File: config.mk
export PLATFORM = sky130hd
export DESIGN_NAME = supply_supervisor_regulator_modes
export DESIGN_NICKNAME = d
export VERILOG_FILES = /design/src/rtl/supply_supervisor_regulator_modes.v /design/src/rtl/edge_event_detector.v
export VERILOG_INCLUDE_DIRS = /design/src /design/src/rtl
export SDC_FILE = /design/constraint.sdc
export NUM_CORES = 1
export LEC_CHECK = 0
export BUFFER_PORTS_ARGS = -buffer_cell sky130_fd_sc_hd__buf_2
export CORE_ASPECT_RATIO = 0.8
export CORE_MARGIN = 2
export CORE_UTILIZATION = 50
export DETAILED_ROUTE_END_ITERATION = 6
export PLACE_DENSITY = 0.77
export SETUP_SLACK_MARGIN = 0.05
export SLEW_MARGIN = 20
export SYNTH_ARGS = -nofsm -noshare
export SYNTH_HDL_FRONTEND = slang
export SYNTH_SLANG_ARGS = --single-unit
File: constraint.sdc
create_clock -name mclk_in -period 2.62 [get_ports mclk_in]
set_input_delay 0.655 -clock mclk_in [delete_from_list [all_inputs] [get_ports mclk_in]]
set_output_delay 0.655 -clock mclk_in [all_outputs]
set_load 0.01 [all_outputs]
File: src/rtl/supply_supervisor_map.vh
`ifndef SUPPLY_SUPERVISOR_MAP_VH
`define SUPPLY_SUPERVISOR_MAP_VH
// Operating modes requested by the power controller
`define OPMODE_RUN 2'h0
`define OPMODE_SLEEP 2'h1
`define OPMODE_STOP 2'h2
`define OPMODE_STANDBY 2'h3
// Brownout option field
`define BOR_SEL_OFF 2'h0
`define BOR_SEL_LEVEL1 2'h1
`define BOR_SEL_LEVEL2 2'h2
`define BOR_SEL_LEVEL3 2'h3
`define BOR_SEL_RESET 2'h0
// Regulator configuration output encoding
`define REG_CFG_NORMAL 3'h0
`define REG_CFG_OVERDRIVE 3'h1
`define REG_CFG_UNDERDRIVE 3'h2
`define REG_CFG_POWERDOWN 3'h3
`define REG_CFG_OFF 3'h4
// Option byte load time after power-on threshold
`define OPT_LOAD_NS 400
`define CLK_PERIOD_NS 40
`define OPT_LOAD_CYCLES ((`OPT_LOAD_NS + `CLK_PERIOD_NS - 1) / `CLK_PERIOD_NS)
`endif

File: src/rtl/supply_supervisor_regulator_modes.v
`timescale 1ns/1ps
`include "supply_supervisor_map.vh"
module supply_supervisor_regulator_modes #(
  parameter HAS_SUPERVISOR_STRAP = 1,
  parameter HAS_BYPASS_STRAP = 1
) (
  input wire mclk_in,
  input wire rst_in,
  input wire supervisor_enable_strap_in,
  input wire bypass_strap_in,
  input wire ext_reset_n_in,
  input wire above_por_1v8_in,
  input wire above_1v7_in,
  input wire above_2v1_in,
  input wire bor_above_level1_in,
  input wire bor_above_level2_in,
  input wire bor_above_level3_in,
  input wire opt_valid_in,
  input wire [1:0] opt_bor_sel_in,
  input wire pvd_above_in,
  input wire pvd_enable_in,
  input wire pvd_rise_en_in,
  input wire pvd_fall_en_in,
  input wire [1:0] op_mode_in,
  input wire overdrive_req_in,
  input wire underdrive_req_in,
  input wire lp_regulator_req_in,
  output reg device_reset_out,
  output reg opt_loading_out,
  output reg [1:0] bor_level_out,
  output reg supervisor_active_out,
  output reg programmable_voltage_detector_on_out,
  output wire pvd_event_out,
  output reg battery_backup_available_out,
  output reg regulator_enabled_out,
  output reg [2:0] regulator_cfg_out,
  output reg low_power_regulator_sel_out,
  output reg request_refused_out
);
  localparam ST_POR = 4'h1;
  localparam ST_LOAD = 4'h2;
  localparam ST_RUN = 4'h4;
  localparam ST_EXTRST = 4'h8;
  localparam integer LOAD_CYC_INT = `OPT_LOAD_CYCLES;
  localparam [7:0] LOAD_CYC = LOAD_CYC_INT[7:0];

  reg [3:0] state_r;
  reg [3:0] state_nxt;
  reg [7:0] load_cnt_r;
  reg [1:0] bor_sel_r;
  reg [1:0] prev_mode_r;
  reg od_r;
  reg ud_r;
  reg lp_r;
  wire sup_en;
  wire reg_en;
  wire bor_low;
  wire od_allowed;

  assign sup_en = HAS_SUPERVISOR_STRAP ? supervisor_enable_strap_in : 1'b1;
  assign reg_en = HAS_BYPASS_STRAP ? !bypass_strap_in : 1'b1;
  assign od_allowed = above_2v1_in || !above_1v7_in ? above_2v1_in : 1'b0;

  // Brownout comparison against the loaded threshold
  assign bor_low = (bor_sel_r == `BOR_SEL_LEVEL1 && !bor_above_level1_in) ||
                   (bor_sel_r == `BOR_SEL_LEVEL2 && !bor_above_level2_in) ||
                   (bor_sel_r == `BOR_SEL_LEVEL3 && !bor_above_level3_in);

  always @* begin
    state_nxt = state_r;
    case (state_r)
      ST_POR: begin
        if (!sup_en) state_nxt = ST_EXTRST;
        else if (above_por_1v8_in) state_nxt = ST_LOAD;
      end
      ST_LOAD: begin
        if (!sup_en) state_nxt = ST_EXTRST;
        else if (!above_por_1v8_in) state_nxt = ST_POR;
        else if (opt_valid_in && load_cnt_r >= LOAD_CYC) state_nxt = ST_RUN;
      end
      ST_RUN: begin
        if (!sup_en) state_nxt = ST_EXTRST;
        else if (!above_por_1v8_in) state_nxt = ST_POR;
      end
      ST_EXTRST: begin
        if (sup_en) state_nxt = ST_POR;
      end
      default: state_nxt = ST_POR;
    endcase
  end

  always @(posedge mclk_in) begin
    if (rst_in) begin
      state_r <= ST_POR;
      load_cnt_r <= 8'h00;
      bor_sel_r <= `BOR_SEL_RESET;
    end else begin
      state_r <= state_nxt;
      if (state_r == ST_LOAD && load_cnt_r != 8'hFF) load_cnt_r <= load_cnt_r + 8'h01;
      else if (state_r != ST_LOAD) load_cnt_r <= 8'h00;
      if (state_r == ST_LOAD && opt_valid_in) bor_sel_r <= opt_bor_sel_in;
      else if (state_r == ST_EXTRST) bor_sel_r <= `BOR_SEL_OFF;
    end
  end

  always @(posedge mclk_in) begin
    if (rst_in) begin
      device_reset_out <= 1'b1;
      opt_loading_out <= 1'b0;
      bor_level_out <= `BOR_SEL_RESET;
      supervisor_active_out <= 1'b0;
      programmable_voltage_detector_on_out <= 1'b0;
      battery_backup_available_out <= 1'b0;
      regulator_enabled_out <= 1'b0;
    end else begin
      // Strap low hands reset to the external supervisor at once, not a cycle later
      if (state_r == ST_EXTRST || !sup_en)
        device_reset_out <= !ext_reset_n_in;
      else
        device_reset_out <= (state_r != ST_RUN) || !above_por_1v8_in || bor_low;
      opt_loading_out <= (state_r == ST_LOAD);
      bor_level_out <= bor_sel_r;
      supervisor_active_out <= sup_en;
      programmable_voltage_detector_on_out <= pvd_enable_in && sup_en && state_r == ST_RUN;
      battery_backup_available_out <= sup_en;
      regulator_enabled_out <= reg_en;
    end
  end

  edge_event_detector u_pvd (
    .mclk_in(mclk_in),
    .rst_in(rst_in),
    .enable_in(programmable_voltage_detector_on_out),
    .level_in(pvd_above_in),
    .rise_en_in(pvd_rise_en_in),
    .fall_en_in(pvd_fall_en_in),
    .event_out(pvd_event_out)
  );

  // Regulator configuration follows the operating mode
  always @(posedge mclk_in) begin
    if (rst_in) begin
      prev_mode_r <= `OPMODE_RUN;
      od_r <= 1'b0;
      ud_r <= 1'b0;
      lp_r <= 1'b0;
      regulator_cfg_out <= `REG_CFG_NORMAL;
      low_power_regulator_sel_out <= 1'b0;
      request_refused_out <= 1'b0;
    end else begin
      prev_mode_r <= op_mode_in;
      request_refused_out <= 1'b0;
      if (!reg_en) begin
        od_r <= 1'b0;
        ud_r <= 1'b0;
        lp_r <= 1'b0;
        regulator_cfg_out <= `REG_CFG_OFF;
        low_power_regulator_sel_out <= 1'b0;
      end else begin
        case (op_mode_in)
          `OPMODE_RUN, `OPMODE_SLEEP: begin
            lp_r <= 1'b0;
            ud_r <= 1'b0;
            low_power_regulator_sel_out <= 1'b0;
            if (underdrive_req_in || lp_regulator_req_in) request_refused_out <= 1'b1;
            if (overdrive_req_in && od_allowed) begin
              od_r <= 1'b1;
              regulator_cfg_out <= `REG_CFG_OVERDRIVE;
            end else if (overdrive_req_in) begin
              request_refused_out <= 1'b1;
              regulator_cfg_out <= od_r && od_allowed ? `REG_CFG_OVERDRIVE : `REG_CFG_NORMAL;
              od_r <= od_r && od_allowed;
            end else begin
              od_r <= 1'b0;
              regulator_cfg_out <= `REG_CFG_NORMAL;
            end
          end
          `OPMODE_STOP: begin
            od_r <= 1'b0;
            if (overdrive_req_in) request_refused_out <= 1'b1;
            if (prev_mode_r != `OPMODE_STOP) begin
              lp_r <= lp_regulator_req_in;
              ud_r <= underdrive_req_in;
              low_power_regulator_sel_out <= lp_regulator_req_in;
              regulator_cfg_out <= underdrive_req_in ? `REG_CFG_UNDERDRIVE : `REG_CFG_NORMAL;
            end else begin
              low_power_regulator_sel_out <= lp_r;
              regulator_cfg_out <= ud_r ? `REG_CFG_UNDERDRIVE : `REG_CFG_NORMAL;
            end
          end
          `OPMODE_STANDBY: begin
            od_r <= 1'b0;
            ud_r <= 1'b0;
            lp_r <= 1'b0;
            low_power_regulator_sel_out <= 1'b0;
            if (overdrive_req_in || underdrive_req_in || lp_regulator_req_in)
              request_refused_out <= 1'b1;
            regulator_cfg_out <= `REG_CFG_POWERDOWN;
          end
          default: regulator_cfg_out <= `REG_CFG_NORMAL;
        endcase
      end
    end
  end
endmodule

File: src/rtl/edge_event_detector.v
`timescale 1ns/1ps
module edge_event_detector (
  input wire mclk_in,
  input wire rst_in,
  input wire enable_in,
  input wire level_in,
  input wire rise_en_in,
  input wire fall_en_in,
  output reg event_out
);
  reg prev_r;
  reg armed_r;
  always @(posedge mclk_in) begin
    if (rst_in || !enable_in) begin
      prev_r <= 1'b0;
      armed_r <= 1'b0;
      event_out <= 1'b0;
    end else begin
      prev_r <= level_in;
      armed_r <= 1'b1;
      // First sample after enable only primes the history
      event_out <= armed_r && ((rise_en_in && level_in && !prev_r) || (fall_en_in && !level_in && prev_r));
    end
  end
endmodule

* Yosys cells after proc, flatten, opt, wreduce, memory -nomap -nowiden *
Cells that the tools add are included.

storage, ports and cells
  flip-flop bits (word level) = 33
  latch bits = 0
  memory bits (writable) = 0
  bits in read-only memories = 0
  output and inout port bits = 14
  word-level logic and storage cells = 122
  memories = 0

cells by class
  add/subtract/negate cells = 1
  $mul = 0
  div/mod/pow operators = 0
  magnitude comparators = 1
  eq/ne operators = 19
  shift-type cells = 0
  muxes and demuxes = 37
  bitwise gates (word level) = 0
  reductions and logical operators = 45

operators by type and width
  cell                                                                                  count
  4-bit 2-to-1 mux                                                                      8
  8-bit 2-to-1 mux                                                                      2
  4-bit one-hot mux with 4 select lines                                                 1
  1-bit logical AND                                                                     15
  1-bit 2-to-1 mux                                                                      15
  1-bit zero test                                                                       11
  1-bit logical OR                                                                      11
  2-bit 2-to-1 mux                                                                      5
  3-bit one-hot mux with 3 select lines                                                 1
  8-bit by 1-bit adder with 8-bit output (second input constant)                        1
  2-bit == test (second input constant)                                                 4
  8-bit by 4-bit greater-or-equal comparator with 1-bit output (second input constant)  1
  8-bit != test (second input constant)                                                 1
  2-bit != test (second input constant)                                                 3
  3-bit != test (second input constant)                                                 2
  1-bit one-hot mux with 2 select lines                                                 3
  2-bit OR reduction                                                                    3
  2-bit by 1-bit == test with 1-bit output (second input constant)                      2
  4-bit by 1-bit == test with 1-bit output (second input constant)                      1
  4-bit by 2-bit == test with 1-bit output (second input constant)                      1
  4-bit by 3-bit == test with 1-bit output (second input constant)                      1
  4-bit == test (second input constant)                                                 1
  4-bit by 2-bit != test with 1-bit output (second input constant)                      1
  4-bit by 3-bit != test with 1-bit output (second input constant)                      1
  other kinds (7)                                                                       8

* Longest topological paths before layout *
  depth in word-level cells = 9
  depth in mapped cells = 7

* Hierarchy *
A second synthesis with hierarchy kept.

unflattened totals
  cells, all modules = 144
  area, all modules = 1360.1 um^2

modules (own cells, without submodules)
  module                             instances  cells an instance  area an instance (um^2)  seq. area each (um^2)
  supply_supervisor_regulator_modes  1          135                1248.7                   580.6
  edge_event_detector                1          9                  111.4                    60.1

* Worst setup path after synthesis *
OpenSTA, ideal clock, no wires.

  path type = input to register
  start = in supervisor_enable_strap_in
  end = reg state_r[2]
  setup time = 123 ps
  data arrival time = 1577 ps
  setup slack = 920 ps
  stages on the path = 5
  buffers on the path = 1
  cell sequence = buf_4 > or2b_2 > o32ai_2 > nand2b_1 > a211oi_2

between the ends
  cells in the longest elaborated chain, start to end = 2

ends and longest elaborated chain
  item                                                                                                  RTL line                                text
  from (decl)                                                                                           supply_supervisor_regulator_modes.v:9   input wire supervisor_enable_strap_in,
  4-bit != test (no source line) (tied with other cells)                                                n/a
  4-bit AND reduction (no source line) / 4-bit one-hot mux with 4 select lines (equally long branches)  n/a
  to (signal assigned)                                                                                  supply_supervisor_regulator_modes.v:98  state_r <= state_nxt;
  to (decl)                                                                                             supply_supervisor_regulator_modes.v:47  reg [3:0] state_r;

Several ways; a longest one is shown, not always the timed one.
A chain may end at the register's enable or synchronous reset.

* Worst setup path in the final report *
  start = reg state_r[2]
  end = reg device_reset_out

between the ends
  cells in the longest elaborated chain, start to end = 4

ends and longest elaborated chain
  item                                      RTL line                                 text
  4-bit by 3-bit != test with 1-bit output  supply_supervisor_regulator_modes.v:120  device_reset_out <= (state_r != ST_RUN) || !above_por_1v8_in || bor_low;
  1-bit logical OR (2 in series)            supply_supervisor_regulator_modes.v:120
  1-bit 2-to-1 mux (*)                      supply_supervisor_regulator_modes.v:117  if (state_r == ST_EXTRST || !sup_en)
  to (signal assigned)                      supply_supervisor_regulator_modes.v:118  device_reset_out <= !ext_reset_n_in;
  to (signal assigned)                      supply_supervisor_regulator_modes.v:120
  to (decl)                                 supply_supervisor_regulator_modes.v:28   output reg device_reset_out,

Mark *: on every way between the ends. The rest lies on a longest branch, timed or not.

==> summary.md <==
| Metric | Value |
|---|---|
| Slew headroom | between 60 and 70% |
| Crit-path leading delay family | simple AND/OR/NAND/NOR gates |
| Fraction of layout cells with a size suffix above 1 | approximately 28% |
| PnR Total Power | between 1000 and 1500 uW |
| Worst path required time | about 2900 ps |
| Synth async-reset ratio | 0% |
| ANT nets after route | 0 |
| Crit-path slowest cell | dfxtp_1 |
| Hold EP | u_pvd.event_out$_SDFF_PN0_ |
| Crit end category | flip-flop |
| Syn_nets | 171 |
| Upper clock frequency limit | approximately 0.65 GHz |
| Final Routed Wirelength | around 2700 um |
| Met3 global-route usage | 9.54% |
| Most common cell after layout, fill and taps aside | buf_2 |
| H-tree depth | 2 |
| Final Slew Violations | 0 |
| Pint | 758 uW |
| WP buf/inv | 0 |
| Reg-to-reg endpoint | device_reset_out$_SDFF_PP1_ |
| Post-CTS Resized | 0 |
| Placed wire-length estimate | between 2000 and 2500 um |
| Main synth FF type | dfxtp_1 |
| Worst Hold Path Cells | 1 |
| Antenna violations before repair | 0 |
| Sequential share of the synthesized area | between 40% and 50% |
| DRT iter0 DRCs | 52 |
| Syn Area/Cell | 9.22 um^2 |
| Grt total ovfl | 0 |
| Pre-Repair DR Iteration Count | 4 |
| Sequential fraction of design power | 51.6% |
| Vias after detailed routing | roughly 1200 |
| Tcrit/Tclk final | 58.8% |
| P_leak | 0.000695 uW |
| Sink Count | 32 |
| Final Net Count | 208 |
| Worst setup startpoint | state_r[2]$_SDFFE_PP0P_ |
| Sw Ratio | approximately 25% |
| Global-route usage over all layers | roughly 20% |
| Port buffer count | 35 |
| Most frequent cells in the layout | buf_2, dfxtp_1, nor2_1 |
| HP Class | flip-flop to flip-flop |
| WP data arrival | about 1800 ps |
| Yosys top cell area share | between 40 and 50% |
| Largest stage delay, worst path | between 400 and 500 ps |
| Synth Instances | 146 |
| Fill cells | approximately 220 |
| Least-Margin Pin Slew | between 400 and 500 ps |
| Setup Viol. Count Final | 0 |
| Clk pin slew, worst setup/hold paths | between 100 and 150 ps |
| Gp weighted congestion | approximately 0.8 |
| Outcome | finished, final reports clean |
| Hold wc startpoint | u_pvd.armed_r$_DFF_P_ |
| Synthesized area | roughly 1300 um^2 |
| Site row count | 16 |
| Startpoint types | flip-flop |
| Synth area leader | dfxtp_1 |
| Power Density | ~630 nW/um^2 |
| Starting Density | 53.8% |
| Worst r2r path cells | 4 |
| Die H | 50.4 um |
| Crit path cell chain | nand2b_1, nor4b_1, a32oi_1, or2_2 |
| GR peak layer | met2 |
| DIE WIDTH | slightly above 60 um |
| CTS tree | built |
| Final Hold Vio Count | 0 |
| N_diodes | 0 |
| Setup TNS | 0 ps |
| DRC Markers | 0 |
| Min cycle time layout | about 1500 ps |
| CP Class | flip-flop to flip-flop |
| DP Worst Slack | around 760 ps |
| CTS root buffer | clkbuf_4 |
| Worst clock skew | about 17 ps |
| Combinational fraction of design power | between 10% and 20% |
| Final setup margin | around 1100 ps |
| Clk Latency, worst-skew pair | around 340 ps |
| Max Cap Viol | 0 |
| Reg2reg start | state_r[2]$_SDFFE_PP0P_ |
| Clock buffer depth | 2 |
| Post-synth cell types | 40 |
| Switching power | about 260 uW |
| Die Footprint | 3130 um^2 |
| Hold WS | 486 ps |
| Core area | around 2500 um^2 |
| Vias in the first global route | 1084 |
| Yosys reg bits | 32 |
| Post-CTS setup buffer count | 0 |
| DR vias/cell | between 5 and 6 |
| Placed cell count | roughly 210 |
| CTS Buf Count | 5 |
| Peak supply drop | a little under 0.0007 V |
| RSZ-0062 raised after global routing | false |
| Hold-fix buffer count after cts | 0 |
| Global-route wire length before repair | between 4000 and 5000 um |
| Io pins | 37 |
| Synth top area cells | dfxtp_1, nor2_1, nor2b_1, a21oi_1, nand3_1 |
| R2R Setup Slk | between 1000 and 1500 ps |
| Met2 Use GR | between 30% and 40% |
| Wire per inst | ~12 um |
| GR Util met1 | 21.9% |
| Area Growth Syn to Fin | 19.8% |
| Post-synth EDFFs | 0 |
| Clk pwr share | between 30% and 40% |
| Pin count of the biggest net entering global routing | 19 |
| Worst Path Max Fanout | 7 |
| Final Instance Count excl. Fillers | 220 |
| Yosys warning count | 0 |
==> worst reg2reg max path, stage by stage (launching register included) <==
cell and delay [ps]:
dfxtp_1 450, nand2b_1 130, nor4b_1 430, a32oi_1 150, or2_2 280
==> state kept, by name, indices dropped and copies added (netlist names), 2 cells and up <==
register           flops
state_r                4
prev_mode_r            2
bor_sel_r              2
regulator_cfg_out      3
bor_level_out          2
load_cnt_r             8
==> logic make-up (layout without fill, tap and decap cells) <==
family / count (synthesis) / count (layout) / share of synthesized area [%]
simple gates: 68 / 68 / 27.6
flops: 32 / 32 / 47.6
compound gates: 29 / 29 / 15.5
buf+inv: 10 / 48 / 3.90
mux: 3 / 3 / 2.23
fa+ha+maj: 2 / 2 / 1.86
xor+xnor: 2 / 2 / 1.30
==> layout make-up <==
class,count,area (um^2),share of cell area [%]
Clock buffer,5,37.5,2.33
Inverter,5,18.8,1.16
Clock inverter,3,42.5,2.64
Multi-Input combinational cell,104,653,40.5
Timing Repair Buffer,35,175,10.9
Sequential cell,32,641,39.7
Tap cell,36,45.0,2.79
==> Yosys cell counts, types with 2 or more instances <==
cell / instances
dfxtp_1: 32
nor2_1: 17
a21oi_1: 9
nand3_1: 8
nor2b_1: 8
nand2_1: 7
nand2b_1: 6
nor3_1: 6
inv_1: 4
a211oi_1: 3
mux2i_1: 3
a211oi_2: 2
a31oi_1: 2
and3_1: 2
and3b_1: 2
buf_4: 2
clkbuf_1: 2
ha_1: 2
nand4_1: 2
nor3b_1: 2
o21ai_1: 2
o21bai_1: 2
o22ai_1: 2
or2_2: 2
xnor2_1: 2
==> routing by layer <==
metal | wire [um] | part of all wire, % | up-vias
met5 | 0 | 0 | -
met2 | 1310 | 48 | 37
li1 | - | - | 590
met3 | 184 | 6.7 | 7
met1 | 1210 | 44 | 528
met4 | 38 | 1.4 | 0
==> worst max-delay path by stage <==
stage | end | slack [ps] | cells after the start
after floorplan | state_r[2]$_SDFFE_PP0P_ | 920 | 5
after global placement | state_r[2]$_SDFFE_PP0P_ | 810 | 5
after detailed placement | state_r[2]$_SDFFE_PP0P_ | 760 | 5
after CTS | state_r[2]$_SDFFE_PP0P_ | 1120 | 5
after global routing | load_cnt_r[5]$_SDFFE_PP0P_ | 970 | 6
final | device_reset_out$_SDFF_PP1_ | 1080 | 4
==> metrics by stage <==
step           utilization [%]  instance area, um^2
2_1_floorplan                -                 1350
3_3_place_gp              61.3                 1530
4_1_cts                   64.5                 1610
3_5_place_dp              61.3                 1530
5_1_grt                   64.5                 1610
6_report                  64.5                 1610
==> power groups by stage <==
stage	registers, uW	clock network (uW)	logic [uW]
after floorplan	536	0	79.4
after global placement	536	0	113
after detailed placement	536	0	118
after CTS	525	381	118
after global routing	529	407	132
final	525	374	118
Note: power is estimated with default switching activity, not from simulation.
